`config.mk`:
```
export PLATFORM = sky130hd
export DESIGN_NAME = dit_timer
export DESIGN_NICKNAME = d
export VERILOG_FILES = /design/src/hw/dit_pkg.sv /design/src/hw/dit_half.sv /design/src/hw/dit_tick_sel.sv /design/src/hw/dit_timer.sv
export SDC_FILE = /design/constraint.sdc
export NUM_CORES = 1
export LEC_CHECK = 0
export BUFFER_PORTS_ARGS = -buffer_cell sky130_fd_sc_hd__buf_2
export CAP_MARGIN = 20
export CORE_MARGIN = 8
export CORE_UTILIZATION = 25
export CTS_CLUSTER_DIAMETER = 150
export DETAILED_ROUTE_END_ITERATION = 8
export PLACE_DENSITY = 0.46
export SETUP_SLACK_MARGIN = 0.02
export SYNTH_ARGS = -nofsm -noshare
export SYNTH_HDL_FRONTEND = slang
export SYNTH_SLANG_ARGS = --single-unit
```
`constraint.sdc`:
```
create_clock -name pclk -period 3.4 [get_ports pclk]
set_input_delay 0.17 -clock pclk [delete_from_list [all_inputs] [get_ports pclk]]
set_output_delay 0.17 -clock pclk [all_outputs]
set_load 0.01 [all_outputs]
```
`src/hw/dit_pkg.sv`:
```
// Purpose: Shared constants and carriers of the dual interval timer
// Assumes: APB with 32-bit data, one aligned word per register
// Notes:   Registers are 8 bits wide, status and mask 6, and sit in the low byte of a word

// ****************************************************************
// Package
// ****************************************************************
package dit_pkg;

    // Bus and register widths
    localparam int ADDR_W = 8;
    localparam int REG_W  = 8;
    localparam int STAT_W = 6;
    localparam int DIV_W  = 8;

    // Register byte addresses
    localparam logic [ADDR_W-1:0] ADDR_CTRL0_LO = 8'h00;
    localparam logic [ADDR_W-1:0] ADDR_CTRL0_HI = 8'h04;
    localparam logic [ADDR_W-1:0] ADDR_CTRL1_LO = 8'h08;
    localparam logic [ADDR_W-1:0] ADDR_CTRL1_HI = 8'h0c;
    localparam logic [ADDR_W-1:0] ADDR_PAIR     = 8'h10;
    localparam logic [ADDR_W-1:0] ADDR_DATA_LO  = 8'h14;
    localparam logic [ADDR_W-1:0] ADDR_DATA_HI  = 8'h18;
    localparam logic [ADDR_W-1:0] ADDR_STAT     = 8'h1c;
    localparam logic [ADDR_W-1:0] ADDR_MASK     = 8'h20;

    // Reset values
    localparam logic [REG_W-1:0]  CTRL0_RST = 8'h00;
    localparam logic [REG_W-1:0]  CTRL1_RST = 8'h00;
    localparam logic [REG_W-1:0]  PAIR_RST  = 8'h00;
    localparam logic [REG_W-1:0]  DATA_RST  = 8'h00;
    localparam logic [STAT_W-1:0] STAT_RST  = 6'h00;
    localparam logic [STAT_W-1:0] MASK_RST  = 6'h00;

    // Status bit positions: match, measurement, overflow per half
    localparam int ST_MATCH = 0;
    localparam int ST_MEAS  = 2;
    localparam int ST_OVF   = 4;

    // Function field codes handled here
    typedef enum logic [3:0] {
        DIT_FN_ONESHOT = 4'h0,
        DIT_FN_CONT    = 4'h1
    } dit_func_t;

    // Mode select register
    typedef struct packed {
        logic       match_flag_irq_enable;
        logic [2:0] clk_sel;
        logic [3:0] func;
    } dit_ctrl0_t;

    // Run and flag register
    typedef struct packed {
        logic run_bit;
        logic hold_bit;
        logic irq_enable;
        logic measure_flag;
        logic buf_flag;
        logic match_flag;
        logic init_out;
        logic out_en;
    } dit_ctrl1_t;

    // Pair mode register
    typedef struct packed {
        logic       upper_output_bit;
        logic       lower_output_bit;
        logic       input_sel;
        logic       width_select;
        logic [3:0] filter_sel;
    } dit_pair_t;

endpackage : dit_pkg

```
`src/hw/dit_half.sv`:
```
// Purpose: One counter half with compare latch
// Assumes: Restart and increment come from the same clock domain
// Notes:   Restart clears the count and reloads the latch together

`timescale 1ns/10ps

// ****************************************************************
// Counter half
// ****************************************************************
module dit_half #(
    parameter int W = 8
) (
    // Clock and reset
    input  wire logic         pclk,
    input  wire logic         presetn,
    // Control
    input  wire logic         inc,
    input  wire logic         restart,
    input  wire logic [W-1:0] din,
    // State
    output logic [W-1:0]      cnt,
    output logic              eq,
    output logic              top
);

    logic [W-1:0] cnt_q, cnt_d;
    logic [W-1:0] lat_q, lat_d;

    always_comb begin
        cnt_d = cnt_q;
        lat_d = lat_q;
        if (restart) begin
            cnt_d = '0;
            lat_d = din;
        end else if (inc) begin
            cnt_d = cnt_q + 1'b1;
        end
    end

    // Count and latch registers
    always_ff @(posedge pclk or negedge presetn) begin
        if (!presetn) begin
            cnt_q <= '0;
            lat_q <= '0;
        end else begin
            cnt_q <= cnt_d;
            lat_q <= lat_d;
        end
    end

    // Compare against the latch, never the live data register
    assign cnt = cnt_q;
    assign eq  = (cnt_q == lat_q);
    assign top = &cnt_q;

    property p_restart_zero;
        @(posedge pclk) disable iff (!presetn)
        restart |=> (cnt_q == '0 && lat_q == $past(din));
    endproperty
    a_restart_zero: assert property (p_restart_zero)
        else $error("restart did not zero counter and load latch");

    property p_latch_hold;
        @(posedge pclk) disable iff (!presetn)
        !restart |=> (lat_q == $past(lat_q));
    endproperty
    a_latch_hold: assert property (p_latch_hold)
        else $error("compare latch changed without restart");

endmodule : dit_half

```
`src/hw/dit_tick_sel.sv`:
```
// Purpose: Count clock selector, one tick per rising source edge
// Assumes: Sources are synchronous to pclk
// Notes:   Tick is a one-cycle pulse

`timescale 1ns/10ps

// ****************************************************************
// Tick selector
// ****************************************************************
module dit_tick_sel #(
    parameter int N = 8
) (
    // Clock and reset
    input  wire logic                 pclk,
    input  wire logic                 presetn,
    // Sources and select
    input  wire logic [N-1:0]         src,
    input  wire logic [$clog2(N)-1:0] sel,
    // Count tick
    output logic                      tick
);

    logic prev_q;
    logic prev_d;

    always_comb begin
        prev_d = src[sel];
        tick   = src[sel] & ~prev_q;
    end

    // Previous level of the chosen source
    always_ff @(posedge pclk or negedge presetn) begin
        if (!presetn) begin
            prev_q <= 1'b0;
        end else begin
            prev_q <= prev_d;
        end
    end

    property p_tick_rise;
        @(posedge pclk) disable iff (!presetn)
        tick |-> (src[sel] && !$past(src[sel]) && $stable(sel));
    endproperty
    a_tick_rise: assert property (p_tick_rise)
        else $error("tick without rising edge of selected source");

endmodule : dit_tick_sel

```
`src/hw/dit_timer.sv`:
```
// Purpose: Dual 8-bit interval timer channel with APB registers
// Assumes: Capture and measurement events arrive from pclk logic
// Notes:   One APB wait state; control flags clear by writing zero, status bits clear on read
//
// The address map and register access over APB were chosen for this implementation.

`timescale 1ns/10ps

// ****************************************************************
// Top
// ****************************************************************
module dit_timer (
    // Clock and reset
    input  wire logic                        pclk,
    input  wire logic                        presetn,
    // APB slave
    input  wire logic                        psel,
    input  wire logic                        penable,
    input  wire logic                        pwrite,
    input  wire logic [dit_pkg::ADDR_W-1:0]  paddr,
    input  wire logic [31:0]                 pwdata,
    output logic      [31:0]                 prdata,
    output logic                             pready,
    output logic                             pslverr,
    // Capture logic events, one bit per half
    input  wire logic [1:0]                  meas_evt,
    input  wire logic [1:0]                  ovf_evt,
    // External count clock pin
    input  wire logic                        ext_count_clk,
    // Timer output pins
    output logic                             lower_output_pin,
    output logic                             lower_output_oe,
    output logic                             upper_output_pin,
    output logic                             upper_output_oe,
    // Interrupts
    output logic                             irq_lower,
    output logic                             irq_upper,
    output logic                             irq
);

    // ************************************************************
    // State
    // ************************************************************
    dit_pkg::dit_ctrl0_t              ctrl0_q [2], ctrl0_d [2];
    dit_pkg::dit_ctrl1_t              ctrl1_q [2], ctrl1_d [2];
    dit_pkg::dit_pair_t               pair_q, pair_d;
    logic [dit_pkg::REG_W-1:0]        data_q [2], data_d [2];
    logic [dit_pkg::STAT_W-1:0]       stat_q, stat_d, mask_q, mask_d;
    logic [dit_pkg::DIV_W-1:0]        div_q, div_d;
    logic                             ext_s1_q, ext_s2_q;
    logic [31:0]                      prdata_d;
    logic                             pready_d, pslverr_d;
    logic                             irq_lower_d, irq_upper_d, irq_d;
    logic                             acc, done, wr, rd, hit;
    logic [dit_pkg::REG_W-1:0]        rb;
    logic [1:0]                       wr_c0, wr_c1, wr_dat;
    logic [1:0]                       start, inc, restart, match, tick, eq, top;
    logic [1:0]                       fok, cont, oneshot, ev_meas, ev_ovf;
    logic                             wide;
    logic [dit_pkg::REG_W-1:0]        cnt [2];
    dit_pkg::dit_ctrl1_t              wc1;
    logic [dit_pkg::DIV_W-1:0]        src;

    // ************************************************************
    // APB decode
    // ************************************************************

    // Access completes on the second access cycle
    always_comb begin
        acc       = psel & penable & ~pready;
        done      = psel & penable & pready;
        wr        = done & pwrite;
        rd        = done & ~pwrite;
        wc1       = dit_pkg::dit_ctrl1_t'(pwdata[7:0]);
        wr_c0[0]  = wr & (paddr == dit_pkg::ADDR_CTRL0_LO);
        wr_c0[1]  = wr & (paddr == dit_pkg::ADDR_CTRL0_HI);
        wr_c1[0]  = wr & (paddr == dit_pkg::ADDR_CTRL1_LO);
        wr_c1[1]  = wr & (paddr == dit_pkg::ADDR_CTRL1_HI);
        wr_dat[0] = wr & (paddr == dit_pkg::ADDR_DATA_LO);
        wr_dat[1] = wr & (paddr == dit_pkg::ADDR_DATA_HI);
    end

    // Read mux; unmapped addresses answer with an error
    always_comb begin
        hit = 1'b1;
        rb  = '0;
        unique case (paddr)
            dit_pkg::ADDR_CTRL0_LO: rb = ctrl0_q[0];
            dit_pkg::ADDR_CTRL0_HI: rb = ctrl0_q[1];
            dit_pkg::ADDR_CTRL1_LO: rb = ctrl1_q[0];
            dit_pkg::ADDR_CTRL1_HI: rb = ctrl1_q[1];
            dit_pkg::ADDR_PAIR:     rb = pair_q;
            dit_pkg::ADDR_DATA_LO:  rb = data_q[0];
            dit_pkg::ADDR_DATA_HI:  rb = data_q[1];
            dit_pkg::ADDR_STAT:     rb = {2'b00, stat_q};
            dit_pkg::ADDR_MASK:     rb = {2'b00, mask_q};
            default:                hit = 1'b0;
        endcase
        pready_d  = acc;
        pslverr_d = acc & ~hit;
        prdata_d  = (acc & ~pwrite) ? {24'h000000, rb} : prdata;
    end

    // ************************************************************
    // Count clocks and counters
    // ************************************************************

    // Prescaler taps plus synchronised external clock on the top tap
    always_comb begin
        div_d = div_q + 1'b1;
        src   = {ext_s2_q, div_q[dit_pkg::DIV_W-2:0]};
    end

    // Counting control for both halves
    always_comb begin
        wide = pair_q.width_select;
        for (int h = 0; h < 2; h++) begin
            cont[h]    = (ctrl0_q[h].func == dit_pkg::DIT_FN_CONT);
            oneshot[h] = (ctrl0_q[h].func == dit_pkg::DIT_FN_ONESHOT);
            fok[h]     = cont[h] | oneshot[h];
            start[h]   = wr_c1[h] & wc1.run_bit & ~ctrl1_q[h].run_bit;
        end
        inc[0] = tick[0] & ctrl1_q[0].run_bit & fok[0] & ~start[0];
        inc[1] = wide ? (inc[0] & top[0])
                      : (tick[1] & ctrl1_q[1].run_bit & fok[1] & ~start[1]);
        match[0] = inc[0] & eq[0] & (~wide | eq[1]);
        match[1] = ~wide & inc[1] & eq[1];
        restart[0] = start[0] | (match[0] & cont[0]);
        restart[1] = wide ? restart[0] : (start[1] | (match[1] & cont[1]));
        ev_meas = {meas_evt[1] & ~wide, meas_evt[0]};
        ev_ovf  = {ovf_evt[1] & ~wide, ovf_evt[0]};
    end

    // Two halves, each with its own clock select
    for (genvar g = 0; g < 2; g++) begin : g_half
        dit_tick_sel #(.N(dit_pkg::DIV_W)) u_tick (
            .pclk    (pclk),
            .presetn (presetn),
            .src     (src),
            .sel     (ctrl0_q[g].clk_sel),
            .tick    (tick[g])
        );
        dit_half #(.W(dit_pkg::REG_W)) u_half (
            .pclk    (pclk),
            .presetn (presetn),
            .inc     (inc[g]),
            .restart (restart[g]),
            .din     (data_q[g]),
            .cnt     (cnt[g]),
            .eq      (eq[g]),
            .top     (top[g])
        );
    end

    // ************************************************************
    // Registers, flags and outputs
    // ************************************************************

    // Register next values; hardware sets win over software clears
    always_comb begin
        pair_d = pair_q;
        mask_d = mask_q;
        for (int h = 0; h < 2; h++) begin
            ctrl0_d[h] = wr_c0[h] ? dit_pkg::dit_ctrl0_t'(pwdata[7:0]) : ctrl0_q[h];
            data_d[h]  = wr_dat[h] ? pwdata[7:0] : data_q[h];
            ctrl1_d[h] = ctrl1_q[h];
            if (wr_c1[h]) begin
                ctrl1_d[h].run_bit    = wc1.run_bit;
                ctrl1_d[h].hold_bit   = wc1.hold_bit;
                ctrl1_d[h].irq_enable = wc1.irq_enable;
                ctrl1_d[h].init_out   = wc1.init_out;
                ctrl1_d[h].out_en     = wc1.out_en;
                ctrl1_d[h].measure_flag = ctrl1_q[h].measure_flag & wc1.measure_flag;
                ctrl1_d[h].match_flag   = ctrl1_q[h].match_flag & wc1.match_flag;
            end
            ctrl1_d[h].buf_flag = 1'b0;
            if (match[h] & oneshot[h]) begin
                ctrl1_d[h].run_bit = 1'b0;
            end
            ctrl1_d[h].match_flag   = ctrl1_d[h].match_flag | match[h] | ev_ovf[h];
            ctrl1_d[h].measure_flag = ctrl1_d[h].measure_flag | ev_meas[h];
        end
        if (wr & (paddr == dit_pkg::ADDR_PAIR)) begin
            pair_d.input_sel    = pwdata[5];
            pair_d.width_select = pwdata[4];
            pair_d.filter_sel   = pwdata[3:0];
        end
        if (start[0]) pair_d.lower_output_bit = ctrl1_q[0].init_out;
        else if (match[0]) pair_d.lower_output_bit = ~pair_q.lower_output_bit;
        if (start[1] & ~wide) pair_d.upper_output_bit = ctrl1_q[1].init_out;
        else if (match[1]) pair_d.upper_output_bit = ~pair_q.upper_output_bit;
        if (wr & (paddr == dit_pkg::ADDR_MASK)) mask_d = pwdata[5:0];
        // Clear only bits the reader saw, so a late event survives
        stat_d = (stat_q & ~(rd & (paddr == dit_pkg::ADDR_STAT) ? prdata[5:0] : 6'h00))
               | {ev_ovf, ev_meas, match};
        irq_lower_d = ctrl1_d[0].irq_enable & (ctrl1_d[0].measure_flag
                    | (ctrl0_d[0].match_flag_irq_enable & ctrl1_d[0].match_flag));
        irq_upper_d = ~pair_d.width_select & ctrl1_d[1].irq_enable
                    & (ctrl1_d[1].measure_flag
                    | (ctrl0_d[1].match_flag_irq_enable & ctrl1_d[1].match_flag));
        irq_d = |(stat_d & mask_d);
    end

    // All top-level state registers; counters and tick edges live in the halves
    always_ff @(posedge pclk or negedge presetn) begin
        if (!presetn) begin
            for (int h = 0; h < 2; h++) begin
                ctrl0_q[h] <= dit_pkg::CTRL0_RST;
                ctrl1_q[h] <= dit_pkg::CTRL1_RST;
                data_q[h]  <= dit_pkg::DATA_RST;
            end
            pair_q           <= dit_pkg::PAIR_RST;
            stat_q           <= dit_pkg::STAT_RST;
            mask_q           <= dit_pkg::MASK_RST;
            div_q            <= '0;
            ext_s1_q         <= 1'b0;
            ext_s2_q         <= 1'b0;
            prdata           <= 32'h00000000;
            pready           <= 1'b0;
            pslverr          <= 1'b0;
            irq_lower        <= 1'b0;
            irq_upper        <= 1'b0;
            irq              <= 1'b0;
            lower_output_pin <= 1'b0;
            lower_output_oe  <= 1'b0;
            upper_output_pin <= 1'b0;
            upper_output_oe  <= 1'b0;
        end else begin
            for (int h = 0; h < 2; h++) begin
                ctrl0_q[h] <= ctrl0_d[h];
                ctrl1_q[h] <= ctrl1_d[h];
                data_q[h]  <= data_d[h];
            end
            pair_q           <= pair_d;
            stat_q           <= stat_d;
            mask_q           <= mask_d;
            div_q            <= div_d;
            ext_s1_q         <= ext_count_clk;
            ext_s2_q         <= ext_s1_q;
            prdata           <= prdata_d;
            pready           <= pready_d;
            pslverr          <= pslverr_d;
            irq_lower        <= irq_lower_d;
            irq_upper        <= irq_upper_d;
            irq              <= irq_d;
            lower_output_pin <= pair_d.lower_output_bit;
            lower_output_oe  <= ctrl1_d[0].out_en;
            upper_output_pin <= pair_d.upper_output_bit;
            upper_output_oe  <= ctrl1_d[1].out_en;
        end
    end

    // ************************************************************
    // Checks
    // ************************************************************

    property p_lower_req;
        @(posedge pclk) disable iff (!presetn)
        (ctrl1_q[0].match_flag && ctrl1_q[0].irq_enable
         && ctrl0_q[0].match_flag_irq_enable) |-> irq_lower;
    endproperty
    a_lower_req: assert property (p_lower_req)
        else $error("lower match request missing");

    property p_meas_req;
        @(posedge pclk) disable iff (!presetn)
        $rose(ctrl1_q[1].measure_flag) && ctrl1_q[1].irq_enable && !wide
        |-> irq_upper;
    endproperty
    a_meas_req: assert property (p_meas_req)
        else $error("upper measurement request missing");

    property p_upper_quiet;
        @(posedge pclk) disable iff (!presetn)
        wide |-> !irq_upper;
    endproperty
    a_upper_quiet: assert property (p_upper_quiet)
        else $error("upper request in 16-bit mode");

    property p_oneshot_halt;
        @(posedge pclk) disable iff (!presetn)
        (match[0] && oneshot[0] && !wr_c1[0]) |=> (!ctrl1_q[0].run_bit
        && ctrl1_q[0].match_flag && pair_q.lower_output_bit != $past(pair_q.lower_output_bit));
    endproperty
    a_oneshot_halt: assert property (p_oneshot_halt)
        else $error("one-shot match did not halt and toggle");

    property p_cont_wrap;
        @(posedge pclk) disable iff (!presetn)
        (match[1] && cont[1] && !start[1] && !wr_c1[1]) |=> (cnt[1] == 8'h00
        && ctrl1_q[1].match_flag && ctrl1_q[1].run_bit);
    endproperty
    a_cont_wrap: assert property (p_cont_wrap)
        else $error("continuous match did not wrap counter");

    property p_out_hold;
        @(posedge pclk) disable iff (!presetn)
        (!ctrl1_q[0].run_bit && !start[0]) |=> $stable(pair_q.lower_output_bit);
    endproperty
    a_out_hold: assert property (p_out_hold)
        else $error("output changed while stopped");

    property p_flag_stick;
        @(posedge pclk) disable iff (!presetn)
        (ctrl1_q[0].match_flag && !(wr_c1[0] && !wc1.match_flag))
        |=> ctrl1_q[0].match_flag;
    endproperty
    a_flag_stick: assert property (p_flag_stick)
        else $error("match flag dropped without clear");

    // in 16-bit mode, upper counts only on lower carry
    property p_carry;
        @(posedge pclk) disable iff (!presetn)
        (wide && inc[1]) |-> (inc[0] && cnt[0] == 8'hff);
    endproperty
    a_carry: assert property (p_carry)
        else $error("upper half counted without carry");

endmodule : dit_timer
```
======== Word level (Yosys, flattened, before mapping) ========
Cells that the tools add are included.
cells by class
  add/sub/neg operators ................... 3
  multiply operators ...................... 0
  div/mod/pow operators ................... 0
  $lt $le $gt $ge ......................... 2
  equality and inequality tests ........... 12
  shifts and indexed selects .............. 0
  mux-type cells .......................... 27
  bitwise gates (word level) .............. 79
  reductions and logical operators ........ 12
operators with widths
  operator                                              number
  case mux 8 bit (9 select lines)                       1
  bitwise AND 1 bit                                     49
  two-way mux 8 bit                                     6
  equality test 8 x 5 -> 1 bit (second input constant)  4
  adder 8 x 1 -> 8 bit (second input constant)          3
  equality test 8 x 4 -> 1 bit (second input constant)  2
  equality test 8 bit                                   2
  inverter 1 bit                                        13
  bitwise OR 1 bit                                      13
  bitwise AND 6 bit                                     2
  two-way mux 6 bit                                     2
  nonzero test 2 bit                                    6
  two-way mux 1 bit                                     11
  OR reduction 9 bit                                    1
  equality test 4 x 1 -> 1 bit (second input constant)  2
  equality test 8 x 3 -> 1 bit (second input constant)  1
  equality test 8 x 6 -> 1 bit (second input constant)  1
  logical NOT 4 bit                                     2
  logical NOT 8 bit                                     1
  < comparator 3 x 4 -> 1 bit (second input constant)   2
  two-way mux 4 bit                                     2
  AND reduction 8 bit                                   1
  binary-select mux 1 bit (select 3 bit)                2
  two-way mux 3 bit                                     2
  4 further kinds                                       4
word-level totals
  register bits after elaboration ......... 123
  bits in latches ......................... 0
  memory bits (writable) .................. 0
  bits in read-only memories .............. 0
  bits of input ports ..................... 50
  output and inout bits ................... 41
  word-level logic and storage cells ...... 179
  memories kept ........................... 0

======== Longest topological paths before layout ========
  depth in word-level cells ............... 17
  gate-level depth with buffers ........... 9
  mapped depth without buffers ............ 6

======== Cells and area by module ========
From an unflattened synthesis, not the netlist that was laid out.
second synthesis, totals
  cell total of the unflattened synthesis .. 527
  area total of the unflattened synthesis .. 6256.0 um^2
by module, submodules not included
  module        instances  cells each  area each (um^2)  seq. area each (um^2)
  dit_timer     1          371         4454.3            2202.1
  dit_half      2          69          798.3             400.4
  dit_tick_sel  2          9           102.6             25.0

======== Least setup slack after synthesis ========
No wires, ideal clock.
  kind .................................... input port to flip-flop
  start ................................... input paddr[1] (netlist bit)
  end ..................................... register irq
  setup time .............................. 0.139 ns
  arrival ................................. 2.448 ns
  data required time ...................... 3.261 ns
  path slack .............................. 0.813 ns
  stages .................................. 7
  buffers on the path ..................... 1
  path through ............................ nor4_1 > and3_1 > clkbuf_1 > mux2_2 > a22oi_1 > nand2_1 > or4b_1
between the ends
  elaborated cells between the ends (all ways) .. 29
  those cells by class .................... eq/ne (4); mux (3); bitwise (21); reduce/logical (1)
RTL lines
  what                          line              source
  start, declared               dit_timer.sv:20   input wire logic [dit_pkg::ADDR_W-1:0] paddr,
  equality test 8 x 6 -> 1 bit  dit_timer.sv:192  if (wr & (paddr == dit_pkg::ADDR_MASK)) mask_d = pwdata[5:0];
  bitwise AND 1 bit             dit_timer.sv:192
  two-way mux 6 bit             dit_timer.sv:192
  named net mask_d (one bit)    dit_timer.sv:48   logic [dit_pkg::STAT_W-1:0] stat_q, stat_d, mask_q, mask_d;
  bitwise AND 6 bit             dit_timer.sv:201  irq_d = |(stat_d & mask_d);
  OR reduction 6 bit            dit_timer.sv:201
  named net irq_d               dit_timer.sv:53   logic irq_lower_d, irq_upper_d, irq_d;
  end signal, assigned          dit_timer.sv:245  irq <= irq_d;
  end, declared                 dit_timer.sv:38   output logic irq
The timed path passes the listed nets, and every way through them passes these cells.
A chain may end at the register's enable or synchronous reset.

======== Worst setup path after layout ========
  start ................................... register ctrl0_q[12] (netlist bit)
  end ..................................... register g_half[1].u_half.lat_q[6]
between the ends
  word-level cells in the longest chain between the ends .. 13
  elaborated cells between the ends (all ways) .. 17
  those cells by class .................... mux (4); bitwise (13)
ends and longest elaborated chain
  what                                        line                source
  start, declared                             dit_timer.sv:44     dit_pkg::dit_ctrl0_t ctrl0_q [2], ctrl0_d [2];
  start signal, assigned by index             dit_timer.sv:208    ctrl0_q[h] <= dit_pkg::CTRL0_RST;
  start signal, assigned by index             dit_timer.sv:230    ctrl0_q[h] <= ctrl0_d[h];
  binary-select mux 1 bit (select 3 bit) (*)  -
  two-way mux 1 bit (*)                       -
  named net g_half[0].u_tick.prev_d           dit_tick_sel.sv:24  logic prev_d;
  bitwise AND 1 bit (*)                       dit_tick_sel.sv:28  tick = src[sel] & ~prev_q;
  bitwise AND 1 bit (*) (3 in a row)          dit_timer.sv:123    inc[0] = tick[0] & ctrl1_q[0].run_bit & fok[0] & ~start[0];
  bitwise AND 1 bit                           dit_timer.sv:124    inc[1] = wide ? (inc[0] & top[0])
  two-way mux 1 bit                           dit_timer.sv:124
  bitwise AND 1 bit (2 in a row)              dit_timer.sv:127    match[1] = ~wide & inc[1] & eq[1];
  bitwise AND 1 bit                           dit_timer.sv:129    restart[1] = wide ? restart[0] : (start[1] | (match[1] & cont[1]));
  bitwise OR 1 bit                            dit_timer.sv:129
  two-way mux 1 bit (*)                       dit_timer.sv:129
  end signal, assigned                        dit_half.sv:47      lat_q <= lat_d;
  end, declared                               dit_half.sv:27      logic [W-1:0] lat_q, lat_d;
Mark *: on every way through the listed nets, which the timed path passes. The rest lies on a longest branch. The select of a mux whose other input is x is not followed.

==> key figures <==
Worst hold path
  – Min-Delay Endpoint: pready
  – Worst hold path type: in -> reg
  – Hold path start: penable
  – WHS Path Cells: 3

Routing
  – Antenna viol nets, final: 0
  – First-pass iteration count of the detailed router: 5
  – Routed len/inst: 18.7 um
  – Vias post-DR: 4429
  – Post-route DRC violation count: 0
  – Vias/cell: 4.70
  – Detailed Route Iter0 Violations: 284
  – Routed WL: 17700 um

Worst setup path
  – Crit path arrival time: 3.06 ns
  – Reg2Reg Capture Point: g_half[1].u_half.lat_q[6]
  – Crit path max fanout: 9
  – FF-to-FF Start: ctrl0_q[12]
  – Crit start category: flip-flop
  – Crit path required time: 3.70 ns
  – Reg2reg path depth: 6
  – R2r setup slk: between 0.6 and 0.7 ns
  – Crit. End Element: flip-flop
  – Kind of critical path: reg -> reg

Synthesis
  – Mux contribution to synthesized area: 16.5%
  – EDFF count, synth: 0
  – Post-synthesis async set-or-reset flop share: between 90% and 100%
  – Post-Syn Area: 6060 sq um
  – Ys flop type: dfrtp_1
  – Unique masters post-synth: 62
  – Xor-xnor portion of the synthesized cell area: under 10%
  – Ys Warns: 0
  – Register bit total from synthesis: 122
  – Cells after synthesis: between 500 and 600
  – Synth Area in Simple Gates: 13.8%
  – Largest family of logic cells by synthesized area: multiplexers
  – Seq/Total Area, Yosys: 50.4%
  – Post-Synth Adder-Cell Area: 0.619%
  – Syn Area/Cell: about 11 sq um
  – Compound-cell area share of the yosys netlist: 8.83%

Layout
  – Area growth, synth to finish: 20.8%
  – Share of post-route cells with drive strength above 1: approximately 29%
  – Multi-input gate area: 2820 sq um
  – Commonest non-fill, non-tap cells in the layout: dfrtp_1, mux2_2, nand2_1
  – Finished Layout Cells: 942
  – Final #Nets: 658
  – Reg area: 3050 sq um
  – Post-route cell area: 7320 sq um
  – # fillers: 2456
  – Antenna Cells: 0
  – Most common cell after layout, fill and taps aside: dfrtp_1

STA
  – Slew at the pin closest to its max-slew limit: between 0.8 and 0.9 ns
  – RSZ-0062 raised after global routing: false
  – Final period util: around 80%
  – Hold Fails Final Rpt: 0
  – # setup viols final: 0
  – Fin crit period: 2.76 ns
  – Worst Skew: 0.00764 ns
  – Setup_tns: 0 ns
  – Achievable Freq: 362 MHz
  – Slew margin rel.: 45.3%
  – Pins Over Slew Limit: 0
  – Worst Slack Setup Final: 0.641 ns

GRT
  – Largest net degree at the start of global routing: 57
  – Vias in the first global route: 4623
  – Total GRT Usage: 12.4%
  – Initial antenna violation count: 2
  – Global route total overflow: 0
  – First-pass GRT wire length: approximately 28000 um

Floorplanning
  – Core box area: between 20000 and 25000 sq um
  – FP Rows: 57
  – I/O Pins: 91
  – Initial core utilization: 25.2%
  – Die W: 172 um
  – Die ar.: 29500 sq um
  – Die Y-Extent: 172 um

Pwr
  – P_leak: 3.27 nW
  – Pwr Total: 0.00363 W
  – Pwr/cell area: 496 nW/um^2
  – Peak supply drop: 338 uV

Placed design
  – Post-placement cell area: roughly 6700 sq um
  – DP HPWL: 12800 um
  – Placed cells: slightly above 900
  – DP Worst Slack: 0.639 ns
  – IO buf count: 42
  – RePlAce Congestion: 0.838

Clocking
  – Bufs on Longest Clock Path: 2
  – Post-cts repair resize count: 0
  – Root Driver: clkbuf_16
  – Clock Sinks: approximately 120
  – Worst-skew pair later-pin latency: around 0.42 ns
  – TritonCTS buffer count: 17
  – Setup Fix Bufs, Post-CTS: 0
  – Reg clk slew, reported paths: approximately 0.060 ns
  – Htree depth: 4
  – CTS tree: done

Status
  – Status: completed

Flow run
  – Max-Cap Viols: 0
## final cells by class
type | instances | area share, %
inverters | 6 | 0.307
repair buffers | 62 | 5.19
clock inverters | 11 | 2.27
flip-flops and latches | 122 | 41.7
well taps | 324 | 5.53
multi-input cells | 396 | 38.5
clock buffers | 21 | 6.56
## cells in the mapped netlist (3+ instances only)
master	instances	area (sq um)
mux2i_1	9	90.1
and3_1	5	31.3
a21boi_0	4	30.0
or3_1	3	18.8
nand4_1	9	56.3
and2_1	4	25.0
nand2b_1	4	25.0
o22ai_1	8	50.1
xnor2_1	32	280
buf_4	24	180
xor2_1	4	35.0
nor3_1	5	25.0
a21oi_1	17	85.1
nand3b_1	3	22.5
o21ai_0	15	75.1
a21o_1	3	22.5
inv_1	6	22.5
nor2b_1	3	18.8
nand3_1	17	85.1
mux2_2	75	845
nor2_1	35	131
dfrtp_1	122	3050
a22oi_1	15	113
a31oi_1	5	31.3
clkbuf_1	10	37.5
nor4_1	5	31.3
a22o_1	3	26.3
nor3b_1	3	22.5
ha_1	3	37.5
nand2_1	49	184
## kinds of logic after synthesis
| family | after synthesis |
|---|---|
| AOI/OAI and AO/OA | 82 |
| xor gates and xnor gates | 36 |
| other | 1 |
| muxes | 88 |
| adders and majority gates | 3 |
| and+or+nand+nor | 163 |
| DFF | 122 |
| buffers and inverters | 45 |
## critical path: stages, from the launching register on
cell and delay (ns):
dfrtp_1 0.49, mux2_2 0.38, mux4_2 0.53, and2_4 0.20, and3_4 0.18, a221o_1 0.49
mux2_4 0.36
## where the power goes
part           leakage (nW)  total, W  switching, W  internal [W]
clock                 0.311   0.00198      0.000675       0.00130
sequential             1.55   0.00148     0.0000142       0.00147
combinational          1.41  0.000176      0.000121     0.0000546
total                  3.27   0.00363      0.000811       0.00282
## timing repair
item / in CTS / in global routing
hold buffers: 2 / 0
setup endpoints to repair: 0 / 0
hold endpoints to repair: 55 / 0
## metrics by stage
stage / util [%] / hold WS [ns]
2_1_floorplan: - / -0.126
4_1_cts: 30.5 / 0.00910
5_1_grt: 30.5 / 0.0318
3_5_place_dp: 27.7 / 0.286
3_3_place_gp: 27.7 / 0.281
6_report: 30.5 / 0.0188
## flip-flops by register name (all words and copies together) (netlist names), 7 cells and up
signal               count
ctrl0_q                 16
ctrl1_q                 14
data_q                  16
div_q                    7
g_half.u_half.cnt       16
g_half.u_half.lat_q     16
pair_q                   7
prdata                   8
## worst max-delay path by stage
stage | startpoint | end | depth (start not counted)
2_1_floorplan | paddr[1] | irq | 7
3_3_place_gp | ctrl0_q[12] | g_half[1].u_half.lat_q[6] | 6
3_5_place_dp | ctrl0_q[12] | g_half[1].u_half.lat_q[7] | 6
4_1_cts | ctrl0_q[12] | g_half[1].u_half.lat_q[6] | 6
5_1_grt | wide | g_half[1].u_half.lat_q[4] | 6
6_report | ctrl0_q[12] | g_half[1].u_half.lat_q[6] | 6
## layer usage
| metal | wire length, um | share of wire (%) | track usage [%] |
|---|---|---|---|
| met1 | 8180 | 46 | 16.4 |
| met2 | 8010 | 45 | 19.1 |
| met3 | 1210 | 6.8 | 3.81 |
| met4 | 238 | 1.3 | 4.12 |
| met5 | 16 | 0.091 | 0 |
No activity file was read; power rests on OpenSTA's default activity.
